### src/ccs_pkg.sv
`default_nettype none
package ccs_pkg;
    // Status word field positions
    localparam int CCS_SR_T = 0;
    localparam int CCS_SR_S = 1;
    localparam int CCS_SR_RF_LSB = 2;
    localparam int CCS_SR_RF_W = 2;
    localparam int CCS_SR_I_LSB = 4;
    localparam int CCS_SR_I_W = 4;
    localparam int CCS_SR_Q = 8;
    localparam int CCS_SR_M = 9;
    localparam int CCS_SR_DMX = 10;
    localparam int CCS_SR_DMY = 11;
    localparam int CCS_SR_DSP = 12;
    localparam int CCS_SR_RC_LSB = 16;
    localparam int CCS_SR_RC_W = 12;
    localparam int CCS_SR_BL = 28;
    localparam int CCS_SR_RB = 29;
    localparam int CCS_SR_MD = 30;
    localparam logic [31:0] CCS_SR_RSVD_MASK = 32'h8000_e000;
    localparam logic [31:0] CCS_SR_FULL_MASK = 32'h7fff_1fff;
    // Bits a user-mode signal-processing load may change
    localparam logic [31:0] CCS_SR_USER_MASK = 32'h0fff_0c0c;
    // Privileged, bank 1, interrupts held, mask level 15
    localparam logic [31:0] CCS_SR_RESET = 32'h7000_00f0;
    // Circular bounds layout: high half end, low half start
    localparam int CCS_MOD_HI_LSB = 16;
    localparam int CCS_MOD_W = 16;
    localparam logic [31:0] CCS_PTR_STEP = 32'h0000_0004;
    localparam int CCS_DISP_SHIFT = 1;
    // Loop size codes and decoded body lengths
    localparam logic [1:0] CCS_RF_ONE = 2'h0;
    localparam logic [1:0] CCS_RF_TWO = 2'h1;
    localparam logic [1:0] CCS_RF_THREE = 2'h3;
    localparam logic [1:0] CCS_RF_MANY = 2'h2;
    localparam logic [2:0] CCS_STEPS_ONE = 3'h1;
    localparam logic [2:0] CCS_STEPS_TWO = 3'h2;
    localparam logic [2:0] CCS_STEPS_THREE = 3'h3;
    localparam logic [2:0] CCS_STEPS_MANY = 3'h4;

    typedef enum logic [3:0] {
        CCS_OP_NONE, CCS_OP_LDC, CCS_OP_LDC_MEM, CCS_OP_STC, CCS_OP_STC_MEM,
        CCS_OP_REPEAT_SETUP_OP, CCS_OP_LOAD_LOOP_START_OP, CCS_OP_LOAD_LOOP_END_OP, CCS_OP_X_TRANSFER_OP, CCS_OP_Y_TRANSFER_OP,
        CCS_OP_SINGLE_TRANSFER_OP, CCS_OP_DSP_OTHER
    } ccs_op_t;

    typedef enum logic [1:0] {
        CCS_SEL_SR, CCS_SEL_RS, CCS_SEL_RE, CCS_SEL_MOD
    } ccs_sel_t;

    typedef struct packed {
        logic [31:0] sr;
        logic [31:0] rs;
        logic [31:0] re;
        logic [31:0] modb;
        logic [31:0] rdata;
        logic illegal;
        logic [31:0] ptr;
        logic [31:0] xp;
        logic [31:0] yp;
        logic [31:0] sp;
        logic abank;
        logic cbank;
        logic [2:0] steps;
    } ccs_state_t;
endpackage
`default_nettype wire

### src/ccs_dec_if.sv
`timescale 1ns/100ps
`default_nettype none
interface ccs_dec_if;
    import ccs_pkg::*;
    ccs_op_t op;
    ccs_sel_t sel;
    logic priv;
    logic dsp;
    logic illegal;
    logic [31:0] sr_wmask;
    modport host (output op, output sel, output priv, output dsp,
                  input illegal, input sr_wmask);
    modport dec (input op, input sel, input priv, input dsp,
                 output illegal, output sr_wmask);
endinterface
`default_nettype wire

### src/ccs_circ_agen.sv
`timescale 1ns/100ps
`default_nettype none
module ccs_circ_agen
    import ccs_pkg::*;
(
    input wire logic [31:0] bounds_i,
    input wire logic x_en_i,
    input wire logic y_en_i,
    input wire logic [31:0] x_addr_i,
    input wire logic [31:0] y_addr_i,
    output logic [31:0] x_next_o,
    output logic [31:0] y_next_o
);
    logic [CCS_MOD_W-1:0] lo;
    logic [CCS_MOD_W-1:0] hi;
    logic both;

    assign lo = bounds_i[CCS_MOD_W-1:0];
    assign hi = bounds_i[CCS_MOD_HI_LSB +: CCS_MOD_W];
    // both enables set wraps neither pointer
    assign both = x_en_i && y_en_i;

    always_comb
    begin
        x_next_o = x_addr_i;
        y_next_o = y_addr_i;
        // wrap X pointer at end bound
        if (x_en_i && !both && x_addr_i[CCS_MOD_W-1:0] == hi)
        begin
            x_next_o = {x_addr_i[31:CCS_MOD_W], lo};
        end
        // wrap Y pointer at end bound
        if (y_en_i && !both && y_addr_i[CCS_MOD_W-1:0] == hi)
        begin
            y_next_o = {y_addr_i[31:CCS_MOD_W], lo};
        end
    end
endmodule // ccs_circ_agen
`default_nettype wire

### src/ccs_ctrl_regs.sv
// How it works
// - X circular enable set wraps the X pointer on X transfers.
// - Y circular enable set wraps the Y pointer on Y transfers.
// - Both enables set is reserved; software must not rely on it.
// - Single transfers never get circular wrapping.
// - Size code 00 one, 01 two, 11 three, 10 four or more steps.
// - Repeat setup writes the loop size code.
// - Status word holds a twelve-bit repeat count.
// - Circular enables, count, size code writable in privileged or DSP modes.
// - A status word load may change count and size code.
// - Loop start and end pointers hold loop bounds.
// - Bounds register holds circular start and end.
// - Control load/store reach loop and bounds; memory forms step pointer by 4.
// - Loop setup writes displacement times two plus program counter.
// - Privilege bit 1 is privileged mode, 0 user mode.
// - Bank select picks active bank in privileged mode; other bank via control ops.
// - Interrupt hold set blocks interrupts.
// - DSP enable off makes all DSP class operations illegal.
// - Status word carries a four-bit interrupt mask level.
// - True flag records compare outcomes and carry or overflow.
// - Saturation flag serves multiply-accumulate and DSP data.
// - Reserved status bits read zero; software writes zero.
// - Address at end bound reloads the enabled pointer with start bound.
`timescale 1ns/100ps
`default_nettype none
module ccs_ctrl_regs
    import ccs_pkg::*;
(
    input wire logic clk_i,
    input wire logic rst_i,
    input wire logic op_valid_i,
    input wire ccs_op_t op_i,
    input wire ccs_sel_t sel_i,
    input wire logic [31:0] wdata_i,
    input wire logic [31:0] ptr_i,
    input wire logic [11:0] rc_i,
    input wire logic [1:0] rf_i,
    input wire logic [31:0] disp_i,
    input wire logic [31:0] pc_i,
    input wire logic [31:0] x_addr_i,
    input wire logic [31:0] y_addr_i,
    input wire logic [31:0] s_addr_i,
    input wire logic t_we_i,
    input wire logic t_i,
    input wire logic s_we_i,
    input wire logic s_i,
    input wire logic qm_we_i,
    input wire logic q_i,
    input wire logic m_i,
    output logic [31:0] status_word_o,
    output logic [31:0] loop_start_ptr_o,
    output logic [31:0] loop_end_ptr_o,
    output logic [31:0] circular_bounds_o,
    output logic [31:0] ctrl_rdata_o,
    output logic illegal_o,
    output logic [31:0] ptr_upd_o,
    output logic [31:0] x_ptr_o,
    output logic [31:0] y_ptr_o,
    output logic [31:0] s_ptr_o,
    output logic priv_mode_o,
    output logic active_bank_o,
    output logic ctrl_bank_o,
    output logic int_accept_o,
    output logic [3:0] irq_mask_o,
    output logic dsp_en_o,
    output logic [2:0] loop_steps_o
);
    ccs_state_t q;
    ccs_state_t d;
    logic [31:0] x_next;
    logic [31:0] y_next;
    logic [31:0] rd_mux;

    ccs_dec_if dif ();

    assign dif.op = op_i;
    assign dif.sel = sel_i;
    assign dif.priv = q.sr[CCS_SR_MD];
    assign dif.dsp = q.sr[CCS_SR_DSP];

    ccs_decode u_dec (
        .dif(dif)
    );

    ccs_circ_agen u_agen (
        .bounds_i(q.modb),
        .x_en_i(q.sr[CCS_SR_DMX]),
        .y_en_i(q.sr[CCS_SR_DMY]),
        .x_addr_i(x_addr_i),
        .y_addr_i(y_addr_i),
        .x_next_o(x_next),
        .y_next_o(y_next)
    );

    function automatic logic [2:0] steps_of(input logic [1:0] rf);
        logic [2:0] s;
        case (rf)
            CCS_RF_ONE: s = CCS_STEPS_ONE;
            CCS_RF_TWO: s = CCS_STEPS_TWO;
            CCS_RF_THREE: s = CCS_STEPS_THREE;
            CCS_RF_MANY: s = CCS_STEPS_MANY;
            default: s = CCS_STEPS_ONE;
        endcase
        return s;
    endfunction

    always_comb
    begin
        case (sel_i)
            CCS_SEL_SR: rd_mux = q.sr & ~CCS_SR_RSVD_MASK;
            CCS_SEL_RS: rd_mux = q.rs;
            CCS_SEL_RE: rd_mux = q.re;
            CCS_SEL_MOD: rd_mux = q.modb;
            default: rd_mux = '0;
        endcase
    end

    always_comb
    begin
        d = q;
        d.illegal = 1'b0;
        if (op_valid_i)
        begin
            // illegal flagged for disabled DSP ops
            d.illegal = dif.illegal;
            if (!dif.illegal)
            begin
                case (op_i)
                    CCS_OP_LDC, CCS_OP_LDC_MEM:
                    begin
                        case (sel_i)
                            // load may change count and size code
                            CCS_SEL_SR: d.sr = (q.sr & ~dif.sr_wmask) | (wdata_i & dif.sr_wmask);
                            CCS_SEL_RS: d.rs = wdata_i;
                            CCS_SEL_RE: d.re = wdata_i;
                            CCS_SEL_MOD: d.modb = wdata_i;
                            default: d.rs = q.rs;
                        endcase
                        if (op_i == CCS_OP_LDC_MEM)
                        begin
                            d.ptr = ptr_i + CCS_PTR_STEP;
                        end
                    end
                    CCS_OP_STC, CCS_OP_STC_MEM:
                    begin
                        d.rdata = rd_mux;
                        if (op_i == CCS_OP_STC_MEM)
                        begin
                            d.ptr = ptr_i - CCS_PTR_STEP;
                        end
                    end
                    CCS_OP_REPEAT_SETUP_OP:
                    begin
                        // setup writes count and size code
                        d.sr[CCS_SR_RC_LSB +: CCS_SR_RC_W] = rc_i;
                        d.sr[CCS_SR_RF_LSB +: CCS_SR_RF_W] = rf_i;
                    end
                    CCS_OP_LOAD_LOOP_START_OP:
                    begin
                        // loop start from displacement and PC
                        d.rs = pc_i + (disp_i << CCS_DISP_SHIFT);
                    end
                    CCS_OP_LOAD_LOOP_END_OP:
                    begin
                        // loop end from displacement and PC
                        d.re = pc_i + (disp_i << CCS_DISP_SHIFT);
                    end
                    CCS_OP_X_TRANSFER_OP:
                    begin
                        d.xp = x_next;
                    end
                    CCS_OP_Y_TRANSFER_OP:
                    begin
                        d.yp = y_next;
                    end
                    CCS_OP_SINGLE_TRANSFER_OP:
                    begin
                        d.sp = s_addr_i;
                    end
                    default:
                    begin
                        d.sp = q.sp;
                    end
                endcase
            end
        end
        // Flag updates land after any status load in the same cycle
        // true flag from execute
        if (t_we_i)
        begin
            d.sr[CCS_SR_T] = t_i;
        end
        // saturation flag from MAC and DSP
        if (s_we_i)
        begin
            d.sr[CCS_SR_S] = s_i;
        end
        if (qm_we_i)
        begin
            d.sr[CCS_SR_Q] = q_i;
            d.sr[CCS_SR_M] = m_i;
        end
        d.sr = d.sr & ~CCS_SR_RSVD_MASK;
        // bank select only counts when privileged
        d.abank = d.sr[CCS_SR_MD] & d.sr[CCS_SR_RB];
        d.cbank = d.sr[CCS_SR_MD] & ~d.sr[CCS_SR_RB];
        d.steps = steps_of(d.sr[CCS_SR_RF_LSB +: CCS_SR_RF_W]);
    end

    always_ff @(posedge clk_i)
    begin
        if (rst_i)
        begin
            q <= '0;
            q.sr <= CCS_SR_RESET;
            q.abank <= 1'b1;
            q.steps <= CCS_STEPS_ONE;
        end
        else
        begin
            q <= d;
        end
    end

    assign status_word_o = q.sr;
    assign loop_start_ptr_o = q.rs;
    assign loop_end_ptr_o = q.re;
    // both circular bounds in one register
    assign circular_bounds_o = q.modb;
    assign ctrl_rdata_o = q.rdata;
    assign illegal_o = q.illegal;
    assign ptr_upd_o = q.ptr;
    assign x_ptr_o = q.xp;
    assign y_ptr_o = q.yp;
    assign s_ptr_o = q.sp;
    assign priv_mode_o = q.sr[CCS_SR_MD];
    assign active_bank_o = q.abank;
    assign ctrl_bank_o = q.cbank;
    assign int_accept_o = !q.sr[CCS_SR_BL];
    assign irq_mask_o = q.sr[CCS_SR_I_LSB +: CCS_SR_I_W];
    assign dsp_en_o = q.sr[CCS_SR_DSP];
    assign loop_steps_o = q.steps;

    property p_rsvd_zero;
        @(posedge clk_i) disable iff (rst_i)
        (status_word_o & CCS_SR_RSVD_MASK) == '0;
    endproperty
    a_rsvd_zero: assert property (p_rsvd_zero)
        else $error("reserved status bits not zero");

    property p_repeat_setup_op;
        @(posedge clk_i) disable iff (rst_i)
        (op_valid_i && op_i == CCS_OP_REPEAT_SETUP_OP && dsp_en_o)
        |=> status_word_o[CCS_SR_RC_LSB +: CCS_SR_RC_W] == $past(rc_i)
            && status_word_o[CCS_SR_RF_LSB +: CCS_SR_RF_W] == $past(rf_i);
    endproperty
    a_repeat_setup_op: assert property (p_repeat_setup_op)
        else $error("repeat setup did not write count and size");

    property p_load_loop_start_op;
        @(posedge clk_i) disable iff (rst_i)
        (op_valid_i && op_i == CCS_OP_LOAD_LOOP_START_OP && dsp_en_o)
        |=> loop_start_ptr_o == $past(pc_i) + ($past(disp_i) << CCS_DISP_SHIFT);
    endproperty
    a_load_loop_start_op: assert property (p_load_loop_start_op)
        else $error("loop start setup value wrong");

    property p_dsp_illegal;
        @(posedge clk_i) disable iff (rst_i)
        (op_valid_i && !dsp_en_o && (op_i == CCS_OP_X_TRANSFER_OP || op_i == CCS_OP_REPEAT_SETUP_OP
            || op_i == CCS_OP_DSP_OTHER || (op_i == CCS_OP_LDC && sel_i != CCS_SEL_SR)))
        |=> illegal_o ##1 !illegal_o || $past(op_valid_i);
    endproperty
    a_dsp_illegal: assert property (p_dsp_illegal)
        else $error("DSP op not flagged illegal");

    property p_both_no_wrap;
        @(posedge clk_i) disable iff (rst_i)
        (op_valid_i && op_i == CCS_OP_X_TRANSFER_OP && dsp_en_o
            && status_word_o[CCS_SR_DMX] && status_word_o[CCS_SR_DMY])
        |=> x_ptr_o == $past(x_addr_i);
    endproperty
    a_both_no_wrap: assert property (p_both_no_wrap)
        else $error("pointer wrapped with both enables set");

    property p_x_wrap;
        @(posedge clk_i) disable iff (rst_i)
        (op_valid_i && op_i == CCS_OP_X_TRANSFER_OP && dsp_en_o && status_word_o[CCS_SR_DMX]
            && !status_word_o[CCS_SR_DMY]
            && x_addr_i[CCS_MOD_W-1:0] == circular_bounds_o[CCS_MOD_HI_LSB +: CCS_MOD_W])
        |=> x_ptr_o[CCS_MOD_W-1:0] == $past(circular_bounds_o[CCS_MOD_W-1:0]);
    endproperty
    a_x_wrap: assert property (p_x_wrap)
        else $error("X pointer not reloaded with start bound");

    property p_single_transfer_op_plain;
        @(posedge clk_i) disable iff (rst_i)
        (op_valid_i && op_i == CCS_OP_SINGLE_TRANSFER_OP && dsp_en_o) |=> s_ptr_o == $past(s_addr_i);
    endproperty
    a_single_transfer_op_plain: assert property (p_single_transfer_op_plain)
        else $error("single transfer pointer modified");

    property p_post_inc;
        @(posedge clk_i) disable iff (rst_i)
        (op_valid_i && op_i == CCS_OP_LDC_MEM && !dif.illegal)
        |=> ptr_upd_o == $past(ptr_i) + CCS_PTR_STEP;
    endproperty
    a_post_inc: assert property (p_post_inc)
        else $error("load pointer not advanced by four");

    property p_user_md_kept;
        @(posedge clk_i) disable iff (rst_i)
        (op_valid_i && op_i == CCS_OP_LDC && sel_i == CCS_SEL_SR
            && !priv_mode_o && dsp_en_o)
        |=> $stable(priv_mode_o) && $stable(int_accept_o) && dsp_en_o;
    endproperty
    a_user_md_kept: assert property (p_user_md_kept)
        else $error("user load changed protected bits");

    property p_int_hold;
        @(posedge clk_i) disable iff (rst_i)
        int_accept_o != status_word_o[CCS_SR_BL];
    endproperty
    a_int_hold: assert property (p_int_hold)
        else $error("interrupt accept disagrees with hold bit");

    property p_bank;
        @(posedge clk_i) disable iff (rst_i)
        active_bank_o == (priv_mode_o && status_word_o[CCS_SR_RB])
            && !(active_bank_o && ctrl_bank_o);
    endproperty
    a_bank: assert property (p_bank)
        else $error("bank select wrong");

    property p_steps;
        @(posedge clk_i) disable iff (rst_i)
        status_word_o[CCS_SR_RF_LSB +: CCS_SR_RF_W] == CCS_RF_MANY
            |-> loop_steps_o == CCS_STEPS_MANY;
    endproperty
    a_steps: assert property (p_steps)
        else $error("size code 10 not decoded as four or more");
endmodule // ccs_ctrl_regs
`default_nettype wire

### src/ccs_decode.sv
`timescale 1ns/100ps
`default_nettype none
module ccs_decode
    import ccs_pkg::*;
(
    ccs_dec_if.dec dif
);
    always_comb
    begin
        dif.illegal = 1'b0;
        dif.sr_wmask = CCS_SR_FULL_MASK;
        case (dif.op)
            CCS_OP_LDC, CCS_OP_LDC_MEM, CCS_OP_STC, CCS_OP_STC_MEM:
            begin
                if (dif.sel == CCS_SEL_SR)
                begin
                    // user mode writes only loop and circular bits
                    dif.illegal = !dif.priv && !dif.dsp;
                    dif.sr_wmask = dif.priv ? CCS_SR_FULL_MASK : CCS_SR_USER_MASK;
                end
                else
                begin
                    // loop and bounds access needs DSP on
                    dif.illegal = !dif.dsp;
                end
            end
            CCS_OP_REPEAT_SETUP_OP, CCS_OP_LOAD_LOOP_START_OP, CCS_OP_LOAD_LOOP_END_OP, CCS_OP_X_TRANSFER_OP, CCS_OP_Y_TRANSFER_OP,
            CCS_OP_SINGLE_TRANSFER_OP, CCS_OP_DSP_OTHER:
            begin
                dif.illegal = !dif.dsp;
            end
            default:
            begin
                dif.illegal = 1'b0;
            end
        endcase
    end
endmodule // ccs_decode
`default_nettype wire

### config.mk
export PLATFORM = sky130hd
export DESIGN_NAME = ccs_ctrl_regs
export DESIGN_NICKNAME = d
export VERILOG_FILES = /design/src/ccs_pkg.sv /design/src/ccs_dec_if.sv /design/src/ccs_circ_agen.sv /design/src/ccs_ctrl_regs.sv /design/src/ccs_decode.sv
export SDC_FILE = /design/constraint.sdc
export NUM_CORES = 1
export LEC_CHECK = 0
export BUFFER_PORTS_ARGS = -buffer_cell sky130_fd_sc_hd__clkbuf_2
export CELL_PAD_IN_SITES_DETAIL_PLACEMENT = 2
export CELL_PAD_IN_SITES_GLOBAL_PLACEMENT = 2
export CORE_MARGIN = 8
export CORE_UTILIZATION = 28
export CTS_CLUSTER_DIAMETER = 80
export DETAILED_ROUTE_END_ITERATION = 10
export PLACE_DENSITY_LB_ADDON = 0.1
export SYNTH_ARGS = -nofsm -noshare
export SYNTH_HDL_FRONTEND = slang
export SYNTH_SLANG_ARGS = --single-unit
### constraint.sdc
create_clock -name clk_i -period 5.5 [get_ports clk_i]
set_input_delay 0 -clock clk_i [delete_from_list [all_inputs] [get_ports clk_i]]
set_output_delay 0 -clock clk_i [all_outputs]
set_load 0.03 [all_outputs]
## Word-level counts from Yosys, hierarchy flattened

Cells that the tools add are included.

- Add/sub/neg operators: 3
- Equal/unequal tests: 27
- Mux-type cells: 34
- Bitwise logic cells: 9
- Reduce and logical (&&, ||, !) cells: 43

Operators with widths:

| kind | number |
|---|---|
| 32-bit 2-to-1 mux | 10 |
| 288-bit 2-to-1 mux | 1 |
| 32-bit one-hot mux with 2 select lines | 3 |
| 159-bit 2-to-1 mux | 1 |
| 128-bit 2-to-1 mux | 1 |
| 32-bit one-hot mux with 4 select lines | 1 |
| 31-bit 2-to-1 mux | 4 |
| 31-bit AND | 2 |
| 32-bit by 3-bit adder with 32-bit output (second input constant) | 1 |
| 32-bit adder | 1 |
| 16-bit == test | 2 |
| 16-bit 2-to-1 mux | 2 |
| 4-bit AND reduction | 8 |
| 32-bit by 3-bit subtractor with 32-bit output (second input constant) | 1 |
| 31-bit NOT | 1 |
| 31-bit bitwise OR | 1 |
| 2-bit nonzero test | 13 |
| 12-bit one-hot mux with 2 select lines | 1 |
| 4-bit by 3-bit == test with 1-bit output (second input constant) | 4 |
| 4-bit == test (second input constant) | 4 |
| 12-bit 2-to-1 mux | 1 |
| 3-bit one-hot mux with 4 select lines | 1 |
| 3-bit AND reduction | 4 |
| 2-bit inequality test (second input constant) | 5 |
| 19 further kinds | 43 |

- Bits in registers: 290
- Input port bits: 254
- Output and inout bits: 301
- Word-level logic and storage cells: 134

## Depth between registers and ports, before layout

Gate-level depths: netlist (run 1).

- Word-level depth: 12
- Mapped depth: 17
- Gate-level depth less buffers: 16

## Cells and area by module

A second synthesis (run 1) with hierarchy kept.

- Cells, all modules: 2014
- Area, all modules: 15921.5 um^2

By module, submodules not included:

| module | times used | cells each | area each (um^2) | seq. area each (um^2) |
|---|---|---|---|---|
| ccs_ctrl_regs | 1 | 1861 | 14632.8 | 5805.6 |
| ccs_circ_agen | 1 | 110 | 989.7 | 0.0 |
| ccs_decode | 1 | 43 | 299.0 | 0.0 |

## Worst setup path after synthesis (run 1)

No wires, ideal clock.

- Path type: in2reg
- Start: in op_i[0]
- End: reg q (netlist bit ptr_upd_o[30])
- Setup time: 0.120 ns
- Arrival: 3.739 ns
- Data required time: 5.380 ns
- Setup slack: 1.642 ns
- Stages: 16
- Path buffers: 1
- Cell sequence: buf_2 nor2_1 a21oi_1 nor2_1 inv_1 fa_1 nor2b_1 o2111ai_1 nand3_1 a221o_1 a21oi_1 nor4_1 nor2_1 o21ai_1 nor4b_1 a211o_1

- Cells in the longest elaborated chain, start to end: 5
- Elaborated cells on any way between the ends: 22
- Classes of those cells: eq/ne (13); mux (2); bitwise (1); reduce/logical (6)

Ends and longest elaborated chain:

| item | line | source |
|---|---|---|
| start: declaration | ccs_ctrl_regs.sv:32 | `input wire ccs_op_t op_i,` |
| 4-bit by 3-bit == test with 1-bit output, or another cell as far along | ccs_decode.sv:12 | `case (dif.op)` |
| 7-bit OR reduction or 4-bit OR reduction (tied branches) | ccs_decode.sv:12 |  |
| 1-bit one-hot mux with 2 select lines | ccs_decode.sv:12 |  |
| 1-bit NOT (no line) | - |  |
| 5-bit AND reduction (no line) | - |  |
| end: declaration | ccs_ctrl_regs.sv:68 | `ccs_state_t q;` |

Parallel ways exist; a longest one is shown, timed or not.
A chain may end at the register's enable or synchronous reset.

## Final worst setup path (run 1)

- Start: reg q (netlist bit status_word_o[30])
- End: reg q (netlist bit status_word_o[9])

- Cells in the longest elaborated chain, start to end: 11
- Elaborated cells on any way between the ends: 18
- Classes of those cells: eq/ne (1); mux (10); bitwise (4); reduce/logical (3)

Ends and longest elaborated chain:

| item | line | source |
|---|---|---|
| 31-bit 2-to-1 mux | ccs_decode.sv:19 | `dif.sr_wmask = dif.priv ? CCS_SR_FULL_MASK : CCS_SR_USER_MASK;` |
| 31-bit 2-to-1 mux | ccs_decode.sv:15 | `if (dif.sel == CCS_SEL_SR)` |
| 31-bit 2-to-1 mux | ccs_decode.sv:12 |  |
| 31-bit NOT | ccs_ctrl_regs.sv:133 | `CCS_SEL_SR: d.sr = (q.sr & ~dif.sr_wmask) \| (wdata_i & dif.sr_wmask);` |
| 31-bit AND | ccs_ctrl_regs.sv:133 |  |
| 31-bit bitwise OR | ccs_ctrl_regs.sv:133 |  |
| 31-bit 2-to-1 mux | ccs_ctrl_regs.sv:131 | `case (sel_i)` |
| 12-bit 2-to-1 mux | ccs_ctrl_regs.sv:128 | `case (op_i)` |
| 159-bit 2-to-1 mux | ccs_ctrl_regs.sv:126 | `if (!dif.illegal)` |
| 288-bit 2-to-1 mux | ccs_ctrl_regs.sv:122 | `if (op_valid_i)` |
| 2-bit 2-to-1 mux | ccs_ctrl_regs.sv:198 | `if (qm_we_i)` |

Parallel ways exist; a longest one is shown, timed or not. The select of a mux whose other input is x is not followed.

==> results of run 1 <==
## tightest hold or removal path, stage by stage
cell and delay (ns):
clkbuf_2 0.09, ha_1 0.21, xnor2_1 0.09, nand2_1 0.06, a21oi_1 0.06
## stage by stage
stage                     hold WS (ns)  utilization, %  cell area, µm²  cells  worst slack, ns
after floorplan                 0.0957               -           15400   1909             1.64
after global placement           0.223            34.2           18700   3049             1.65
after detailed placement         0.232            34.2           18700   3049             1.59
after CTS                      0.00473            39.7           21700   3297             1.35
after global routing            0.0499            39.7           21800   3305             1.12
final                           0.0185            39.7           21800   3306             1.29
## timing repair
action	CTS	global route
endpoints found under the setup margin	0	0
hold buffers	187	0
gates resized for setup	0	0
setup buffers	0	0
endpoints found under the hold margin	257	0
## state kept, by name (all words and copies together) (netlist names), named ones only
signal,flops
x_ptr_o,32
loop_steps_o,3
loop_start_ptr_o,32
status_word_o,21
ptr_upd_o,32
s_ptr_o,32
y_ptr_o,32
circular_bounds_o,32
ctrl_bank_o,1
illegal_o,1
ctrl_rdata_o,32
loop_end_ptr_o,32
active_bank_o,1
## power groups by stage
stage	Clock [mW]	Sequential, mW	Combinational (mW)
2_1_floorplan	0	2.21	0.447
3_3_place_gp	0	2.18	0.769
4_1_cts	2.42	2.14	0.902
3_5_place_dp	0	2.18	0.789
6_report	2.36	2.14	0.905
5_1_grt	2.49	2.14	0.981
## layout by cell type, fill, tap and decap left out, types with 38 or more instances in the layout
master / count
o21ai_0: 49
clkbuf_2: 548
a211oi_1: 71
a21oi_1: 232
xor2_1: 44
dlygate4sd3_1: 187
dfxtp_1: 289
nand2_1: 416
nor2_1: 161
clkbuf_16: 38
mux2i_1: 38
ha_1: 59
## path summary, 6_finish.rpt
| check | endpoint | cells after the start | from |
|---|---|---|---|
| setup / recovery | status_word_o[9] | 12 | status_word_o[30] |
| hold / removal | ptr_upd_o[17] | 5 | ptr_i[17] |
| setup reg to reg | status_word_o[9] | 12 | status_word_o[30] |
| hold reg to reg | y_ptr_o[16] | 2 | y_ptr_o[16] |
## per-layer routing
layer / track usage (%) / vias to the layer above
met3: 5.66 / 169
met4: 12.0 / 6
li1: - / 8040
met5: 0 / -
met2: 44.8 / 495
met1: 30.8 / 8626
## area by class of cell
type                       instances  area (µm²)  share of cell area [%]
clock inverter                     6        66.3                   0.305
inverter                          18        67.6                   0.310
tap                              704         881                    4.05
sequential                       289        5790                    26.6
timing repair buffer             763        4830                    22.2
clock buffer                      55        1080                    4.98
antenna                            9        22.5                   0.103
multi-input combinational       1462        9020                    41.5
## cell families (layout without fill, tap and decap cells)
logic type,after synthesis,in the layout,synth area share [%]
xor+xnor,80,80,4.54
mux,74,74,7.14
compound gates,507,507,21.1
buf+inv,158,842,4.36
fa+ha+maj,61,61,5.05
simple gates,736,736,20.2
flops,289,289,37.5
other cells,1,13,0.0243
==> flow_summary.json, run 1 <==
{
  "status": "finished clean",
  "hpwl_um": 62600,
  "cts_tree": "done",
  "antenna_left": 0,
  "power_density_nw_per_um2": 248,
  "wire_per_inst_um": 25.8,
  "cts_max_path_buffers": 3,
  "grt_pass1_vias": 19100,
  "yosysUniqueCellTypes": 75,
  "fp-row-count": 86,
  "syn_avg_cell_area_um2": 8.09,
  "synth_warnings": 0,
  "cts.clk_slew.worst_paths_ns": 0.06,
  "final_nets": 2886,
  "synth_top_cells_by_count": "nand2_1, dfxtp_1, a21oi_1",
  "setup_violations": 0,
  "cts_sinks": 289,
  "synthFlopType": "dfxtp_1",
  "synth-async-reset-ratio_pct": 0,
  "synth_top_cell_by_area": "dfxtp_1",
  "hold_viol": 0,
  "critPathRequiredTime_ns": 5.93,
  "cp_top_family": "buffers and inverters",
  "rsz0062_at_grt": "no",
  "timing.final.crit_period_ns": 4.21,
  "p_leak_nw": 9.44,
  "grt_util_all_layers_pct": 26.1,
  "hp-class": "input pin to register",
  "io_pins": 555,
  "p_seq_share_pct": 39.5,
  "drive_above_1_share_pct": 27.1,
  "wl_met3_um": 4340,
  "switchingPower_mw": 1.52,
  "critPathLaunchType": "register",
  "combPwrFrac_pct": 16.7,
  "max_slew.worst_pin.slew_ns": 1.19,
  "synth_seq_cells": 289,
  "area_growth_pct": 41.1,
  "place_congestion": 0.843,
  "regToRegSetupSlack_ns": 1.29,
  "max_stage_delay_ns": 0.65,
  "cp-end-kind": "register",
  "synth_enable_flop_cells": 0,
  "synth_top_area_share_pct": 37.5,
  "slew_headroom_pct": 20.9,
  "syn_inst": 1906,
  "cp_data_arrival_time_ns": 4.64,
  "drt-vias-per-instance": 5.24,
  "dr_wl_met2_um": 41800,
  "crit_type": "register to register",
  "internal_power_mw": 3.89,
  "fillCellCount": 6256,
  "die_x_um": 251,
  "synth.top_cells.by_area": "dfxtp_1, nand2_1, a21oi_1, ha_1, mux4_2",
  "peakVddDrop_mv": 0.153,
  "crit_chain": "nor3b_1 > o21ai_0 > a21oi_1 > o21ai_2 > nand2b_4 > inv_1 > nand2_1 > mux2_2 > mux2i_1 > dlygate4sd3_1 > nor2_1 > dlygate4sd3_1",
  "wirelength_um": 85200,
  "crit_fanout": 13,
  "fin_crit_sh_pct": 76.5,
  "cts_htree_levels": 2,
  "routed.top_layer": "met5",
  "via_count": 17300,
  "synth.most_common_cell": "nand2_1",
  "route.detailed.drc": 0,
  "antenna_found_initial": 11,
  "skew_ns": 0.0140,
  "syn_area_um2": 15400,
  "port_buffers": 549,
  "grt_max_degree": 89,
  "die_area_um2": 62800,
  "total_power_mw": 5.40,
  "maxCapViolCount": 0,
  "final.setup.tns_ns": 0,
  "overflow": 0,
  "grt_first_pass_wirelength_um": 126000,
  "drt_pass1_iterations": 5,
  "die_h_um": 251,
  "initial_core_util_pct": 28.2,
  "root_buffer": "clkbuf_16",
  "drt-initial-drc-count": 779,
  "switching_share_pct": 28.1,
  "cp_num_buf_inv": 3,
  "power_frac_clock_pct": 43.7,
  "yosysSeqAreaShare_pct": 37.5,
  "cts-buffers-inserted": 37,
  "fmax_mhz": 238,
  "wl_met1_um": 35200,
  "core_area_um2": 54800,
  "crit_top_cell": "dlygate4sd3_1",
  "slew_violations": 0,
  "cpMaxStageDelayCell": "nand2_1",
  "clk_latency_ns": 0.55
}
No activity file was read; power rests on OpenSTA's default activity.
==> run 2: changes to the inputs <==
--- a/config.mk
+++ b/config.mk
@@ -9,7 +9,7 @@
 export CELL_PAD_IN_SITES_DETAIL_PLACEMENT = 2
 export CELL_PAD_IN_SITES_GLOBAL_PLACEMENT = 2
 export CORE_MARGIN = 8
-export CORE_UTILIZATION = 28
+export CORE_UTILIZATION = 25
 export CTS_CLUSTER_DIAMETER = 80
 export DETAILED_ROUTE_END_ITERATION = 10
 export PLACE_DENSITY_LB_ADDON = 0.1
==> constraint.sdc (replaced) <==
create_clock -name clk_i -period 3.75 [get_ports clk_i]
set_input_delay 0 -clock clk_i [delete_from_list [all_inputs] [get_ports clk_i]]
set_output_delay 0 -clock clk_i [all_outputs]
set_load 0.03 [all_outputs]
==> flow_summary.json, run 2 (synthesized netlist as in run 1, its figures left out) <==
{
  "max_stage_delay_ns": 0.61,
  "place_area_um2": 18900,
  "cts.clk_slew.worst_paths_ns": 0.06,
  "final.setup.tns_ns": 0,
  "crit_type": "register to register",
  "p_leak_nw": 9.48,
  "place_congestion": 0.858,
  "fin_crit_sh_pct": 91.9,
  "rsz0062_at_grt": "no",
  "overflow": 0,
  "place_inst": 3142,
  "critPathLaunchType": "register",
  "drive_above_1_share_pct": 27.6,
  "whs_ns": 0.0295,
  "grt_max_degree": 125,
  "port_buffers": 549,
  "cts_tree": "done",
  "hpwl_um": 64900,
  "cts_sinks": 289,
  "cts_max_path_buffers": 3,
  "fp-row-count": 91,
  "max_slew.worst_pin.slew_ns": 1.08,
  "drt_pass1_iterations": 4,
  "drt-initial-drc-count": 661,
  "crit_chain": "nor3b_1 > o21ai_0 > a21oi_1 > o21ai_2 > nand2b_4 > inv_1 > nand2_1 > mux2_2 > mux2i_1 > dlygate4sd3_1 > nor2_1",
  "slew_headroom_pct": 27.6,
  "core_area_um2": 61400,
  "layout_common_cells": "clkbuf_2, nand2_1, dfxtp_1",
  "status": "finished clean",
  "use_met1_pct": 27.8,
  "route.detailed.drc": 0,
  "cp-end-kind": "register",
  "maxCapViolCount": 0,
  "cp_data_arrival_time_ns": 3.88,
  "grt_pass1_vias": 18900,
  "hold_viol": 0,
  "critPathRequiredTime_ns": 4.18,
  "power_density_nw_per_um2": 373,
  "grt_util_all_layers_pct": 23.3,
  "use_met2_pct": 40.4,
  "clk_latency_ns": 0.56,
  "hp-class": "input pin to register",
  "fmax_mhz": 290,
  "skew_ns": 0.0128,
  "wire_per_inst_um": 24.9,
  "layout.cells.non_filler": 3401,
  "via_count": 17100,
  "grt_first_pass_wirelength_um": 125000,
  "grt_use_met3_pct": 5.30,
  "timing.final.crit_period_ns": 3.45,
  "cp_top_family": "simple AND/OR/NAND/NOR gates",
  "cts_htree_levels": 2,
  "die_area_um2": 69900,
  "drt-vias-per-instance": 5.04,
  "initial_core_util_pct": 25.1,
  "grt.busiest_layer": "met2",
  "peakVddDrop_mv": 0.244,
  "crit_fanout": 13,
  "dp_slack_ns": 0.244,
  "die_x_um": 264,
  "slew_violations": 0,
  "area_growth_pct": 42.8,
  "final_util_pct": 35.9,
  "design_area_um2": 22000,
  "cts-buffers-inserted": 40,
  "setup_ws_ns": 0.304,
  "post-cts-setup-buffers": 0,
  "cp_num_buf_inv": 2,
  "setup_violations": 0,
  "final_nets": 2890,
  "antenna_found_initial": 9,
  "wirelength_um": 84800,
  "cpMaxStageDelayCell": "nand2_1",
  "antenna_left": 0,
  "die_h_um": 264,
  "final_common_cell": "clkbuf_2",
  "io_pins": 555,
  "root_buffer": "clkbuf_16",
  "total_power_mw": 8.22
}
-- run 2: cell count changes in the layout (fill, tap and decap cells not counted), moves of 2 or more --
cell and delta:
inv_6 +2, clkbuf_16 +2, buf_4 +4, dlygate4sd3_1 -6, clkbuf_8 +2, diode_2 -2, buf_12 +3
-- run 2: worst paths after layout --
path | depth (start not counted) | end | from | slack (ns)
worst max register to register | 11 | status_word_o[9] | status_word_o[30] | 0.30
worst min-delay path | 5 | ptr_upd_o[6] | ptr_i[6] | 0.03
worst min register to register | 2 | ctrl_rdata_o[3] | ctrl_rdata_o[3] | 0.46
worst max-delay path | 11 | status_word_o[9] | status_word_o[30] | 0.30
-- run 2: layer usage --
layer | vias up | share of wire [%]
met5 | - | 0.024
met4 | 4 | 4.0
met3 | 136 | 5.0
met2 | 422 | 49
met1 | 8545 | 42
li1 | 8040 | -
-- run 2: cell type report --
class	count	area [µm²]
well taps	790	988
clock inverters	11	109
fillers	7078	39400
repair buffers	764	4860
multi-input cells	1462	9020
flip-flops and latches	289	5790
clock buffers	60	1170
inverters	18	67.6
diodes	7	17.5
-- run 2: worst reg2reg max path, stage by stage, from the launching register on --
cell	delay, ns
dfxtp_1	0.30
nor3b_1	0.13
o21ai_0	0.16
a21oi_1	0.13
o21ai_2	0.40
nand2b_4	0.26
inv_1	0.15
nand2_1	0.61
mux2_2	0.42
mux2i_1	0.12
dlygate4sd3_1	0.59
nor2_1	0.06
-- run 2: power by group --
part           total [mW]  internal (mW)  switching [mW]  leakage (nW)
clock                3.75           2.23            1.53         0.630
combinational        1.34          0.550           0.787          6.52
sequential           3.13           3.10          0.0321          2.33
total                8.22           5.88            2.35          9.48
-- run 2: repair_timing --
item	CTS	global route
hold buffers	181	0
gates resized for setup	0	0
hold endpoints to repair	236	0
==> run 3: changes to the inputs <==
--- a/config.mk
+++ b/config.mk
@@ -8,7 +8,8 @@
 export BUFFER_PORTS_ARGS = -buffer_cell sky130_fd_sc_hd__clkbuf_2
 export CELL_PAD_IN_SITES_DETAIL_PLACEMENT = 2
 export CELL_PAD_IN_SITES_GLOBAL_PLACEMENT = 2
-export CORE_MARGIN = 8
+export CORE_ASPECT_RATIO = 1.4
+export CORE_MARGIN = 4
 export CORE_UTILIZATION = 25
 export CTS_CLUSTER_DIAMETER = 80
 export DETAILED_ROUTE_END_ITERATION = 10
==> flow_summary.json, run 3 (synthesized netlist as in run 1, its figures left out) <==
{
  "status": "finished, violations left",
  "violations": "hold timing",
  "die_area_um2": 65800,
  "switchingPower_mw": 2.27,
  "place_congestion": 0.884,
  "root_buffer": "clkbuf_16",
  "post-cts-setup-buffers": 0,
  "cp_top_family": "simple AND/OR/NAND/NOR gates",
  "final_nets": 2883,
  "crit_type": "register to register",
  "hold_viol": 2,
  "hpwl_um": 64500,
  "fmax_mhz": 286,
  "cts.clk_slew.worst_paths_ns": 0.06,
  "drive_above_1_share_pct": 27.8,
  "final_common_cell": "clkbuf_2",
  "clk_latency_ns": 0.53,
  "p_seq_share_pct": 39.1,
  "grt_pass1_vias": 19000,
  "p_leak_nw": 9.43,
  "cts_sinks": 289,
  "initial_core_util_pct": 25.3,
  "max_stage_delay_ns": 0.61,
  "final.setup.tns_ns": 0,
  "combPwrFrac_pct": 16.7,
  "crit_fanout": 8,
  "endpoint": "status_word_o[9]",
  "overflow": 0,
  "cp_num_cells": 11,
  "cts_max_path_buffers": 3,
  "via_count": 17200,
  "die_h_um": 302,
  "crit_chain": "nor3b_1 > o21ai_0 > a21oi_1 > o21ai_2 > nand2b_4 > inv_1 > nand2_1 > mux2_2 > mux2i_1 > dlygate4sd3_1 > nor2_1",
  "crit_start": "status_word_o[30]",
  "die_x_um": 218,
  "io_pins": 555,
  "reg2reg_depth": 11,
  "cp_num_buf_inv": 2,
  "layout_common_cells": "clkbuf_2, nand2_1, dfxtp_1",
  "cts-buffers-inserted": 35,
  "cts_htree_levels": 2,
  "fp-row-count": 107,
  "hp-class": "input pin to register",
  "drt_pass1_iterations": 5,
  "maxCapViolCount": 0,
  "slew_headroom_pct": 30.1,
  "wire_per_inst_um": 24.8,
  "grt_first_pass_wirelength_um": 123000,
  "port_buffers": 549,
  "cts_tree": "done",
  "r2r_end": "status_word_o[9]",
  "setup_violations": 0,
  "drt-vias-per-instance": 5.03,
  "antenna_left": 0,
  "ctsResizeCount": 0,
  "core_area_um2": 60900,
  "slew_violations": 0,
  "cp-end-kind": "register",
  "cp_data_arrival_time_ns": 3.91,
  "route.detailed.drc": 0,
  "area_growth_pct": 42.0,
  "peakVddDrop_mv": 0.280,
  "whs_ns": -0.00305,
  "skew_ns": 0.0133,
  "critPathLaunchType": "register",
  "fin_crit_sh_pct": 93.4,
  "max_slew.worst_pin.slew_ns": 1.05,
  "power_density_nw_per_um2": 366,
  "regToRegSetupSlack_ns": 0.25,
  "cpMaxStageDelayCell": "dlygate4sd3_1",
  "switching_share_pct": 28.3,
  "timing.rr.start": "status_word_o[30]",
  "rsz0062_at_grt": "no",
  "timing.final.crit_period_ns": 3.50,
  "antenna_found_initial": 5,
  "grt_max_degree": 122,
  "drt-initial-drc-count": 823,
  "internal_power_mw": 5.75,
  "grt_util_all_layers_pct": 24.5,
  "power_frac_clock_pct": 44.2,
  "wirelength_um": 84600,
  "critPathRequiredTime_ns": 4.16
}
-- run 3: stage by stage --
| stage | total power, mW | util [%] | cell area [µm²] | std cells | worst slack (ns) |
|---|---|---|---|---|---|
| after floorplan | 3.90 | - | 15400 | 1909 | 0.342 |
| after global placement | 4.36 | 31.2 | 19000 | 3176 | 0.229 |
| after detailed placement | 4.39 | 31.2 | 19000 | 3176 | 0.0625 |
| after CTS | 8.13 | 35.9 | 21900 | 3409 | 0.297 |
| after global routing | 8.35 | 35.9 | 21900 | 3413 | 0.104 |
| final | 8.02 | 35.9 | 21900 | 3414 | 0.248 |
-- run 3: power groups by stage --
| stage | Combinational, mW | Sequential [mW] | Clock [mW] |
|---|---|---|---|
| after floorplan | 0.655 | 3.24 | 0 |
| after global placement | 1.16 | 3.20 | 0 |
| after detailed placement | 1.19 | 3.20 | 0 |
| after CTS | 1.35 | 3.13 | 3.65 |
| after global routing | 1.46 | 3.13 | 3.76 |
| final | 1.34 | 3.13 | 3.55 |
-- run 3: repair_timing --
action,CTS,global route
hold buffers,172,0
endpoints found under the setup margin,0,0
endpoints found under the hold margin,226,0
-- run 3: how the worst min path moves through the flow --
stage / to / slack, ns / depth (start not counted) / from
global placement: y_ptr_o[30] / 0.23 / 3 / y_addr_i[30]
finish: ptr_upd_o[19] / -0.003 / 2 / rst_i
detailed placement: ptr_upd_o[1] / 0.23 / 3 / ptr_i[1]
floorplan: ptr_upd_o[2] / 0.1 / 1 / ptr_i[2]
global route: ptr_upd_o[19] / 0.04 / 2 / rst_i
CTS: ptr_upd_o[21] / 0.004 / 5 / ptr_i[21]
-- run 3: layout make-up --
type | count | area (µm²)
Fill cell | 7050 | 39000
Multi-Input combinational cell | 1462 | 9020
Sequential cell | 289 | 5790
Timing Repair Buffer | 762 | 4810
Tap cell | 817 | 1020
Clock buffer | 49 | 1020
Clock inverter | 12 | 146
Inverter | 18 | 67.6
Antenna cell | 5 | 12.5
-- run 3: layer usage --
layer	global-route usage [%]	part of all wire [%]
met3	4.86	5.7
met2	45.1	51
met4	9.74	4.5
met5	0	0.015
met1	27.5	38
